--- src/rtl/out_route_pkg.sv ---
// constants for the output driver routing register bank
// assumes one 125 MHz system clock and a byte-wide register access port
package out_route_pkg;

    // register offsets on page 0
    localparam logic [7:0] ADDR_RHP_DAC_ROUTE  = 8'h40;
    localparam logic [7:0] ADDR_RCOM_DAC_ROUTE = 8'h47;
    localparam logic [7:0] ADDR_RCOM_LEVEL     = 8'h48;
    localparam logic [7:0] ADDR_RSVD_A_FIRST   = 8'h49;
    localparam logic [7:0] ADDR_RSVD_A_LAST    = 8'h4E;
    localparam logic [7:0] ADDR_RSVD_B         = 8'h4F;
    localparam logic [7:0] ADDR_RSVD_C         = 8'h50;
    localparam logic [7:0] ADDR_LL_LSTAGE      = 8'h51;
    localparam logic [7:0] ADDR_LL_LDAC        = 8'h52;
    localparam logic [7:0] ADDR_RSVD_D         = 8'h53;
    localparam logic [7:0] ADDR_LL_RSTAGE      = 8'h54;
    localparam logic [7:0] ADDR_LL_RDAC        = 8'h55;
    localparam logic [7:0] ADDR_LL_LEVEL       = 8'h56;
    localparam logic [7:0] ADDR_RSVD_E         = 8'h57;

    // routing registers, by index
    localparam int         SRC_COUNT     = 6;
    localparam int         SRC_RHP       = 0;
    localparam int         SRC_RCOM      = 1;
    localparam int         SRC_LL_FIRST  = 2;
    localparam logic [7:0] SRC_ADDR [SRC_COUNT] = '{ADDR_RHP_DAC_ROUTE, ADDR_RCOM_DAC_ROUTE,
        ADDR_LL_LSTAGE, ADDR_LL_LDAC, ADDR_LL_RSTAGE, ADDR_LL_RDAC};

    // field positions
    localparam int ROUTE_EN_BIT = 7;
    localparam int VOL_MSB      = 6;
    localparam int LEVEL_MSB    = 7;
    localparam int LEVEL_LSB    = 4;
    localparam int UNMUTE_BIT   = 3;
    localparam int PDHIZ_BIT    = 2;
    localparam int PEND_BIT     = 1;
    localparam int PWR_BIT      = 0;

    // reset values and fixed read values
    localparam logic [7:0] ROUTE_RESET   = 8'h00;
    localparam logic [3:0] LEVEL_RESET   = 4'h0;
    localparam logic [3:0] LEVEL_MAX     = 4'h9;
    localparam logic       UNMUTE_RESET  = 1'b0;
    localparam logic       PDHIZ_RESET   = 1'b1;
    localparam logic       PEND_RESET    = 1'b1;
    localparam logic       PWR_RESET     = 1'b0;
    localparam logic [7:0] RSVD_ZERO     = 8'h00;
    localparam logic [7:0] RSVD_B_VALUE  = 8'h02;

    // gain settling time
    localparam int         SYS_CLK_MHZ    = 125;
    localparam int         GAIN_SETTLE_NS = 1000;
    localparam logic [7:0] SETTLE_CYCLES  =
        8'((GAIN_SETTLE_NS * SYS_CLK_MHZ + 999) / 1000);

endpackage

--- src/rtl/gain_if.sv ---
// carrier between the register bank and its gain settling trackers
// assumes both ends run on the same system clock
`timescale 1ns/100ps
`default_nettype none
interface gain_if;
    logic [31:0] target;
    logic        pending;

    modport ctrl    (output target, input pending);
    modport tracker (input target, output pending);
endinterface // gain_if
`default_nettype wire

--- src/rtl/gain_settle_tracker.sv ---
// tracks whether the programmed gains of one driver have been applied
// assumes the target word changes only on register writes, same clock
`timescale 1ns/100ps
`default_nettype none
module gain_settle_tracker (
    // clock and reset
    input wire logic sys_clk,
    input wire logic srst,
    // gain target and status
    gain_if.tracker  g
);

    logic [31:0] prev_target;
    logic [7:0]  settle_cnt;
    logic [7:0]  next_cnt;
    wire         changed;

    assign changed  = g.target != prev_target;
    // any change restarts the whole settle time
    assign next_cnt = changed ? out_route_pkg::SETTLE_CYCLES :
                      (settle_cnt != 8'h00) ? settle_cnt - 8'h01 : 8'h00;

    always_ff @(posedge sys_clk) begin
        if (srst) begin
            prev_target <= 32'h0000_0000;
            settle_cnt  <= out_route_pkg::SETTLE_CYCLES;
            g.pending   <= out_route_pkg::PEND_RESET;
        end else begin
            prev_target <= g.target;
            settle_cnt  <= next_cnt;
            g.pending   <= next_cnt != 8'h00;
        end
    end

    // helper: cycles since last change or reset
    logic [7:0] quiet_cnt;
    always_ff @(posedge sys_clk) begin
        if (srst || changed) begin
            quiet_cnt <= 8'h00;
        end else if (quiet_cnt != 8'hFF) begin
            quiet_cnt <= quiet_cnt + 8'h01;
        end
    end
endmodule // gain_settle_tracker
`default_nettype wire

--- src/rtl/output_driver_routing_regs.sv ---
// register bank for the right common headphone and left line output drivers
// assumes an upstream control-bus engine giving byte register accesses on sys_clk
`timescale 1ns/100ps
`default_nettype none
module output_driver_routing_regs (
    // clock and reset
    input  wire logic             sys_clk,
    input  wire logic             srst,
    // register access port
    input  wire logic [7:0]       reg_addr,
    input  wire logic             reg_wr,
    input  wire logic [7:0]       reg_wdata,
    input  wire logic             reg_rd,
    output logic      [7:0]       reg_rdata,
    output logic                  reg_rvalid,
    // analog power status pin of the left line output
    input  wire logic             left_line_out_powered_pin,
    // right headphone output, right converter path source
    output logic                  right_headphone_out_src_en,
    output logic      [6:0]       right_headphone_out_vol,
    // right common headphone output
    output logic                  right_common_headphone_out_src_en,
    output logic      [6:0]       right_common_headphone_out_vol,
    output logic      [3:0]       right_common_headphone_out_level,
    output logic                  right_common_headphone_out_unmute,
    output logic                  right_common_headphone_out_pd_hiz,
    output logic                  right_common_headphone_out_power_up,
    // left line output: 0 left stage, 1 left path, 2 right stage, 3 right path
    output logic      [3:0]       left_line_out_src_en,
    output logic      [3:0][6:0]  left_line_out_vol,
    output logic      [3:0]       left_line_out_level,
    output logic                  left_line_out_unmute
);

    // routing registers
    logic [7:0] src_reg [out_route_pkg::SRC_COUNT];
    wire  [7:0] src_rd_acc [out_route_pkg::SRC_COUNT + 1];

    assign src_rd_acc[0] = 8'h00;

    genvar i;
    generate
        for (i = 0; i < out_route_pkg::SRC_COUNT; i++) begin : g_src
            wire wr_hit;
            wire rd_hit;
            assign wr_hit = reg_wr && (reg_addr == out_route_pkg::SRC_ADDR[i]);
            assign rd_hit = reg_addr == out_route_pkg::SRC_ADDR[i];
            assign src_rd_acc[i + 1] = src_rd_acc[i] | (rd_hit ? src_reg[i] : 8'h00);
            always_ff @(posedge sys_clk) begin
                if (srst) begin
                    src_reg[i] <= out_route_pkg::ROUTE_RESET;
                end else if (wr_hit) begin
                    src_reg[i] <= reg_wdata;
                end
            end
        end
    endgenerate

    // level control registers
    logic [3:0] rcom_level;
    logic       rcom_unmute;
    logic       rcom_pd_hiz;
    logic       rcom_power;
    logic [3:0] ll_level;
    logic       ll_unmute;
    logic [7:0] rsvd_d;
    logic [7:0] rsvd_e;

    wire wr_rcom_level;
    wire wr_ll_level;
    wire wr_rsvd_d;
    wire wr_rsvd_e;

    assign wr_rcom_level = reg_wr && (reg_addr == out_route_pkg::ADDR_RCOM_LEVEL);
    assign wr_ll_level   = reg_wr && (reg_addr == out_route_pkg::ADDR_LL_LEVEL);
    assign wr_rsvd_d     = reg_wr && (reg_addr == out_route_pkg::ADDR_RSVD_D);
    assign wr_rsvd_e     = reg_wr && (reg_addr == out_route_pkg::ADDR_RSVD_E);

    // pending bit is not stored here, so writes to bit 1 cannot reach it
    always_ff @(posedge sys_clk) begin
        if (srst) begin
            rcom_level  <= out_route_pkg::LEVEL_RESET;
            rcom_unmute <= out_route_pkg::UNMUTE_RESET;
            rcom_pd_hiz <= out_route_pkg::PDHIZ_RESET;
            rcom_power  <= out_route_pkg::PWR_RESET;
        end else if (wr_rcom_level) begin
            rcom_level  <= reg_wdata[out_route_pkg::LEVEL_MSB:out_route_pkg::LEVEL_LSB];
            rcom_unmute <= reg_wdata[out_route_pkg::UNMUTE_BIT];
            rcom_pd_hiz <= reg_wdata[out_route_pkg::PDHIZ_BIT];
            rcom_power  <= reg_wdata[out_route_pkg::PWR_BIT];
        end
    end

    // only level and mute are writable; bits 2..0 are read-only
    always_ff @(posedge sys_clk) begin
        if (srst) begin
            ll_level  <= out_route_pkg::LEVEL_RESET;
            ll_unmute <= out_route_pkg::UNMUTE_RESET;
        end else if (wr_ll_level) begin
            ll_level  <= reg_wdata[out_route_pkg::LEVEL_MSB:out_route_pkg::LEVEL_LSB];
            ll_unmute <= reg_wdata[out_route_pkg::UNMUTE_BIT];
        end
    end

    // writable reserved locations; stored only so readback is stable
    always_ff @(posedge sys_clk) begin
        if (srst) begin
            rsvd_d <= out_route_pkg::RSVD_ZERO;
            rsvd_e <= out_route_pkg::RSVD_ZERO;
        end else begin
            if (wr_rsvd_d) begin
                rsvd_d <= reg_wdata;
            end
            if (wr_rsvd_e) begin
                rsvd_e <= reg_wdata;
            end
        end
    end

    // power status pin crosses in from the analog side
    logic pwr_meta;
    logic pwr_sync;
    always_ff @(posedge sys_clk) begin
        if (srst) begin
            pwr_meta <= 1'b0;
            pwr_sync <= out_route_pkg::PWR_RESET;
        end else begin
            pwr_meta <= left_line_out_powered_pin;
            pwr_sync <= pwr_meta;
        end
    end

    // gain settle tracking for the right common headphone and left line drivers
    gain_if rcom_gain ();
    gain_if ll_gain ();

    assign rcom_gain.target = {21'h00_0000, src_reg[out_route_pkg::SRC_RCOM][6:0], rcom_level};
    assign ll_gain.target   = {src_reg[2][6:0], src_reg[3][6:0], src_reg[4][6:0],
                               src_reg[5][6:0], ll_level};

    gain_settle_tracker u_rcom_tracker (
        .sys_clk (sys_clk),
        .srst    (srst),
        .g       (rcom_gain)
    );

    gain_settle_tracker u_ll_tracker (
        .sys_clk (sys_clk),
        .srst    (srst),
        .g       (ll_gain)
    );

    // read decode
    wire [7:0] rcom_level_word;
    wire [7:0] ll_level_word;
    wire [7:0] read_word;
    wire       rd_rsvd_a;

    assign rcom_level_word = {rcom_level, rcom_unmute, rcom_pd_hiz,
                              rcom_gain.pending, rcom_power};
    assign ll_level_word   = {ll_level, ll_unmute, 1'b0,
                              ll_gain.pending, pwr_sync};
    assign rd_rsvd_a = (reg_addr >= out_route_pkg::ADDR_RSVD_A_FIRST) &&
                       (reg_addr <= out_route_pkg::ADDR_RSVD_A_LAST);
    // reserved read-only spaces read zero except 0x4F, which reads 0x02; writes have no target
    assign read_word = src_rd_acc[out_route_pkg::SRC_COUNT]
        | ((reg_addr == out_route_pkg::ADDR_RCOM_LEVEL) ? rcom_level_word : 8'h00)
        | ((reg_addr == out_route_pkg::ADDR_LL_LEVEL)   ? ll_level_word   : 8'h00)
        | ((reg_addr == out_route_pkg::ADDR_RSVD_B) ? out_route_pkg::RSVD_B_VALUE : 8'h00)
        | ((reg_addr == out_route_pkg::ADDR_RSVD_D)     ? rsvd_d          : 8'h00)
        | ((reg_addr == out_route_pkg::ADDR_RSVD_E)     ? rsvd_e          : 8'h00)
        | (rd_rsvd_a ? out_route_pkg::RSVD_ZERO : 8'h00);

    always_ff @(posedge sys_clk) begin
        if (srst) begin
            reg_rdata  <= 8'h00;
            reg_rvalid <= 1'b0;
        end else begin
            reg_rdata  <= reg_rd ? read_word : 8'h00;
            reg_rvalid <= reg_rd;
        end
    end

    // levels to the drivers; a forbidden code is held at the top step
    wire [3:0] next_rcom_level_out;
    wire [3:0] next_ll_level_out;
    assign next_rcom_level_out = (rcom_level > out_route_pkg::LEVEL_MAX) ?
                                 out_route_pkg::LEVEL_MAX : rcom_level;
    assign next_ll_level_out   = (ll_level > out_route_pkg::LEVEL_MAX) ?
                                 out_route_pkg::LEVEL_MAX : ll_level;

    always_ff @(posedge sys_clk) begin
        if (srst) begin
            right_common_headphone_out_level <= out_route_pkg::LEVEL_RESET;
            left_line_out_level              <= out_route_pkg::LEVEL_RESET;
        end else begin
            right_common_headphone_out_level <= next_rcom_level_out;
            left_line_out_level              <= next_ll_level_out;
        end
    end

    // driver controls straight from the register flops
    assign right_headphone_out_src_en          = src_reg[out_route_pkg::SRC_RHP][7];
    assign right_headphone_out_vol             = src_reg[out_route_pkg::SRC_RHP][6:0];
    assign right_common_headphone_out_src_en   = src_reg[out_route_pkg::SRC_RCOM][7];
    assign right_common_headphone_out_vol      = src_reg[out_route_pkg::SRC_RCOM][6:0];
    assign right_common_headphone_out_unmute   = rcom_unmute;
    assign right_common_headphone_out_pd_hiz   = rcom_pd_hiz;
    assign right_common_headphone_out_power_up = rcom_power;
    assign left_line_out_unmute                = ll_unmute;

    generate
        for (i = 0; i < 4; i++) begin : g_ll_out
            localparam int SRC = out_route_pkg::SRC_LL_FIRST + i;
            assign left_line_out_src_en[i] = src_reg[SRC][7];
            assign left_line_out_vol[i]    = src_reg[SRC][6:0];
        end
    endgenerate
endmodule // output_driver_routing_regs
`default_nettype wire

--- config.mk ---
export PLATFORM = sky130hd
export DESIGN_NAME = output_driver_routing_regs
export DESIGN_NICKNAME = d
export VERILOG_FILES = /design/src/rtl/out_route_pkg.sv /design/src/rtl/gain_if.sv /design/src/rtl/gain_settle_tracker.sv /design/src/rtl/output_driver_routing_regs.sv
export SDC_FILE = /design/constraint.sdc
export NUM_CORES = 1
export LEC_CHECK = 0
export ABC_AREA = 0
export BUFFER_PORTS_ARGS = -buffer_cell sky130_fd_sc_hd__buf_2
export CORE_MARGIN = 1
export CORE_UTILIZATION = 40
export DETAILED_ROUTE_END_ITERATION = 16
export GPL_TIMING_DRIVEN = 0
export PLACE_DENSITY = 0.65
export SYNTH_ARGS = -nofsm -noshare
export SYNTH_HDL_FRONTEND = slang
export SYNTH_SLANG_ARGS = --single-unit
export TNS_END_PERCENT = 20
--- constraint.sdc ---
create_clock -name sys_clk -period 1.8 [get_ports sys_clk]
set_input_delay 0 -clock sys_clk [delete_from_list [all_inputs] [get_ports sys_clk]]
set_output_delay 0 -clock sys_clk [all_outputs]
set_load 0.005 [all_outputs]
==> results.py <==
metrics = {
    "status": {
        "outcome": "finished, violations left",
        "violations_in_the_final_reports": "negative setup slack",
    },
    "pwr": {
        "swShare_pct": 22.62,
        "power_frac_seq_pct": 47.9,
        "power_internal_mw": 6.178,
        "net-switching-power_mw": 1.806,
        "pwr-share-comb_pct": 7.1,
        "power_density_mw_per_mm2": 943.0,
        "irDropWorstVdd_mv": 0.6459,
        "p_leak_nw": 3.488,
        "p_clk_share_pct": 45.0,
        "report.power.total_mw": 7.984,
    },
    "placed_design": {
        "placedCellCount": 959,
        "global_placement_routability_congestion": 0.9669,
        "placement.cell_area_mm2": 0.007659,
        "port-buffer-count": 81,
        "dp_hpwl_um": 13240,
        "pre_cts_ws_ns": -0.4182,
    },
    "sta": {
        "layout_min_cycle_time_ns": 1.863,
        "worst_hold_slack_ns": 0.003144,
        "setup_viol": 7,
        "fmaxAchievable_ghz": 0.5366,
        "min_period_over_period_pct": 103.5,
        "tightest_slew_ns": 0.7233,
        "grt_setup_unrepaired": "true",
        "slew_headroom_pct": 51.68,
        "clock_skew_ns": 0.01055,
        "final_max_slew_viol_count": 0,
        "setup_total_negative_slack_ns": -0.2239,
        "postLayoutSetupSlackWorst_ns": -0.06350,
        "hold_violations": 0,
    },
    "cts": {
        "ctsLongestPathBuffers": 2,
        "tritoncts": "yes",
        "worst_setup_hold_path_clk_slew_ns": 0.06,
        "cts.sink_count": 156,
        "cts_inserted_buffers": 17,
        "clock_latency_of_the_later_clocked_register_in_the_worst_skew_pair_ns": 0.43,
        "htree_levels": 4,
        "ctsRootBufferMaster": "sky130_fd_sc_hd__clkbuf_16",
    },
    "setup_path": {
        "slowest_stage": "sky130_fd_sc_hd__edfxtp_1",
        "timing.critical_path.to_type": "flop",
        "worst-endpoint-required_ns": 2.12,
        "reg2reg_setup_slack_ns": -0.06,
        "cp_cell_sequence": "xor2_1, nor4_2, nand3_2, nor3_4, buf_4, nand2_1",
        "path_type_of_the_worst_setup_path": "reg2reg",
        "cp_data_arrival_time_ns": 2.18,
        "crit_path_start_kind": "flop",
        "critical_path.max_stage_delay_ns": 0.45,
        "crit_path_max_fanout": 8,
    },
    "final_layout": {
        "areaGrowthSynthToFinish_pct": 21.34,
        "multi_input_comb_area_mm2": 0.002935,
        "nFillCells": 1536,
        "regArea_mm2": 0.003603,
        "nets": 804,
        "layout.cells.non_filler": 1012,
        "largest_register_ffs": 48,
        "finalCoreUtilization_pct": 50.34,
        "layout_commonest_cell": "sky130_fd_sc_hd__dfxtp_1",
        "num_antenna_cells": 0,
        "share_of_post_route_cells_with_drive_strength_above_1_pct": 27.15,
        "layout_common_cells": "sky130_fd_sc_hd__dfxtp_1 (108), sky130_fd_sc_hd__buf_2 (99), sky130_fd_sc_hd__nor2b_1 (53), sky130_fd_sc_hd__buf_4 (52), sky130_fd_sc_hd__and2_1 (50)",
        "stdcell_area_mm2": 0.008467,
    },
    "global_routing": {
        "grt-ovfl-total": 0,
        "grt_max_degree": 17,
        "number_of_global_route_vias_before_repair": 5203,
        "grt_first_pass_wirelength_um": 28770,
        "grt_antenna_before_repair": 0,
        "global_router_s_overall_resource_usage_pct": 21.54,
    },
    "routing": {
        "routedWlPerCell_um": 18.57,
        "drt_pre_antenna_iters": 5,
        "detail_route.iter0.violations": 478,
        "routed_wl_um": 18800,
        "routedLengthMet1_um": 8058,
        "post_drt_antenna_nets": 0,
        "detail_route.drc_violations": 0,
        "top_layer_used": "met4",
        "via_count": 5342,
        "met2WireLength_um": 8770,
        "route.detailed.vias_per_inst": 5.279,
        "route.met3.wl_um": 1486,
    },
    "floorplanning": {
        "fp.dieH_um": 134.1,
        "start_util_pct": 41.49,
        "fp.dieArea_mm2": 0.01798,
        "coreArea_mm2": 0.01682,
        "design.portCount": 90,
        "die_width_um": 134.1,
        "number_of_cell_rows": 47,
    },
    "job": {
        "maxcap_violations": 0,
    },
    "yosys": {
        "yosysWarningCount": 0,
        "postSynthNetCount": 683,
        "ys_async_sr_fraction_pct": 0,
        "seq_area_frac_synth_pct": 51.64,
        "postSynthAreaPerCell_um2": 10.60,
        "post_synth_instance_area_mm2": 0.006978,
        "ys_seq_elements": 156,
        "mapped_cells": 658,
        "synth_cell_types": 58,
        "synth_edf_count": 48,
        "synth-main-ff-cell": "sky130_fd_sc_hd__dfxtp_1",
    },
    "min_path": {
        "hold_class": "in2reg",
    },
}
==> cell type report <==
class	count	area share [%]
sequential	156	42.56
multi-input combinational	423	34.67
timing repair buffer	102	6.945
buffer	71	5.246
clock buffer	19	5.231
tap	220	3.251
clock inverter	13	1.744
inverter	8	0.3547
==> kinds of logic after synthesis <==
kind of cell / after synthesis / share of synthesized area, %
mux: 33 / 4.859
compound gates: 82 / 7.459
xor+xnor: 52 / 6.527
fa+ha+maj: 4 / 0.7173
simple gates: 252 / 22.02
flops: 156 / 51.64
buf+inv: 79 / 6.778
==> power by group through the flow <==
stage          clock, mW  combinational (mW)  sequential (mW)
6_report            3.59               0.571             3.82
5_1_grt             3.77               0.611             3.83
4_1_cts             3.65               0.560             3.82
3_5_place_dp           0               0.521             3.90
2_1_floorplan          0               0.328             3.86
3_3_place_gp           0               0.513             3.90
==> worst max-delay path: cells and delay by family (launching register included) <==
| family | cells | cell delay [ns] |
|---|---|---|
| flip-flops | 1 | 0.45 |
| buffers and inverters | 1 | 0.17 |
| AND/OR/NAND/NOR | 4 | 0.95 |
| XOR/XNOR | 1 | 0.18 |
==> path summary, 6_finish.rpt <==
| check | cells after the start | end | startpoint |
|---|---|---|---|
| setup / recovery | 6 | u_ll_tracker.settle_cnt[4] | src_reg[1][12] |
| hold / removal | 4 | u_rcom_tracker.g.pending | srst |
| hold reg to reg | 1 | pwr_sync | pwr_meta |
| setup reg to reg | 6 | u_ll_tracker.settle_cnt[4] | src_reg[1][12] |
==> timing repair <==
item | 4_1_cts | 5_1_grt
hold buffers | 10 | 0
gates resized for setup | 4 | 7
setup buffers | 8 | 3
endpoints found under the hold margin | 20 | 0
pin swaps | 6 | 3
setup endpoints to repair | 12 | 25
==> synthesized netlist by cell type (10+ instances only) <==
library cell | instances | area share, %
sky130_fd_sc_hd__nand3_1 | 16 | 1.1
sky130_fd_sc_hd__nand2_1 | 40 | 2.2
sky130_fd_sc_hd__o21ai_0 | 17 | 1.2
sky130_fd_sc_hd__and2_1 | 50 | 4.5
sky130_fd_sc_hd__buf_2 | 18 | 1.3
sky130_fd_sc_hd__xnor2_1 | 15 | 1.9
sky130_fd_sc_hd__xor2_1 | 37 | 4.6
sky130_fd_sc_hd__nor3_1 | 11 | 0.79
sky130_fd_sc_hd__a21oi_1 | 29 | 2.1
sky130_fd_sc_hd__clkbuf_1 | 12 | 0.65
sky130_fd_sc_hd__dfxtp_1 | 108 | 31
sky130_fd_sc_hd__nor2_1 | 27 | 1.5
sky130_fd_sc_hd__nor2b_1 | 53 | 4.8
sky130_fd_sc_hd__buf_4 | 41 | 4.4
sky130_fd_sc_hd__edfxtp_1 | 48 | 21
sky130_fd_sc_hd__nor4_1 | 10 | 0.90
sky130_fd_sc_hd__mux2i_1 | 26 | 3.7
==> routing by layer <==
| metal | vias up | GRT usage [%] |
|---|---|---|
| met5 | - | 0 |
| met4 | 0 | 8.989 |
| met3 | 43 | 5.518 |
| met2 | 217 | 34.63 |
| met1 | 2595 | 27.50 |
| li1 | 2487 | - |
(Power assumes the default switching activity.)
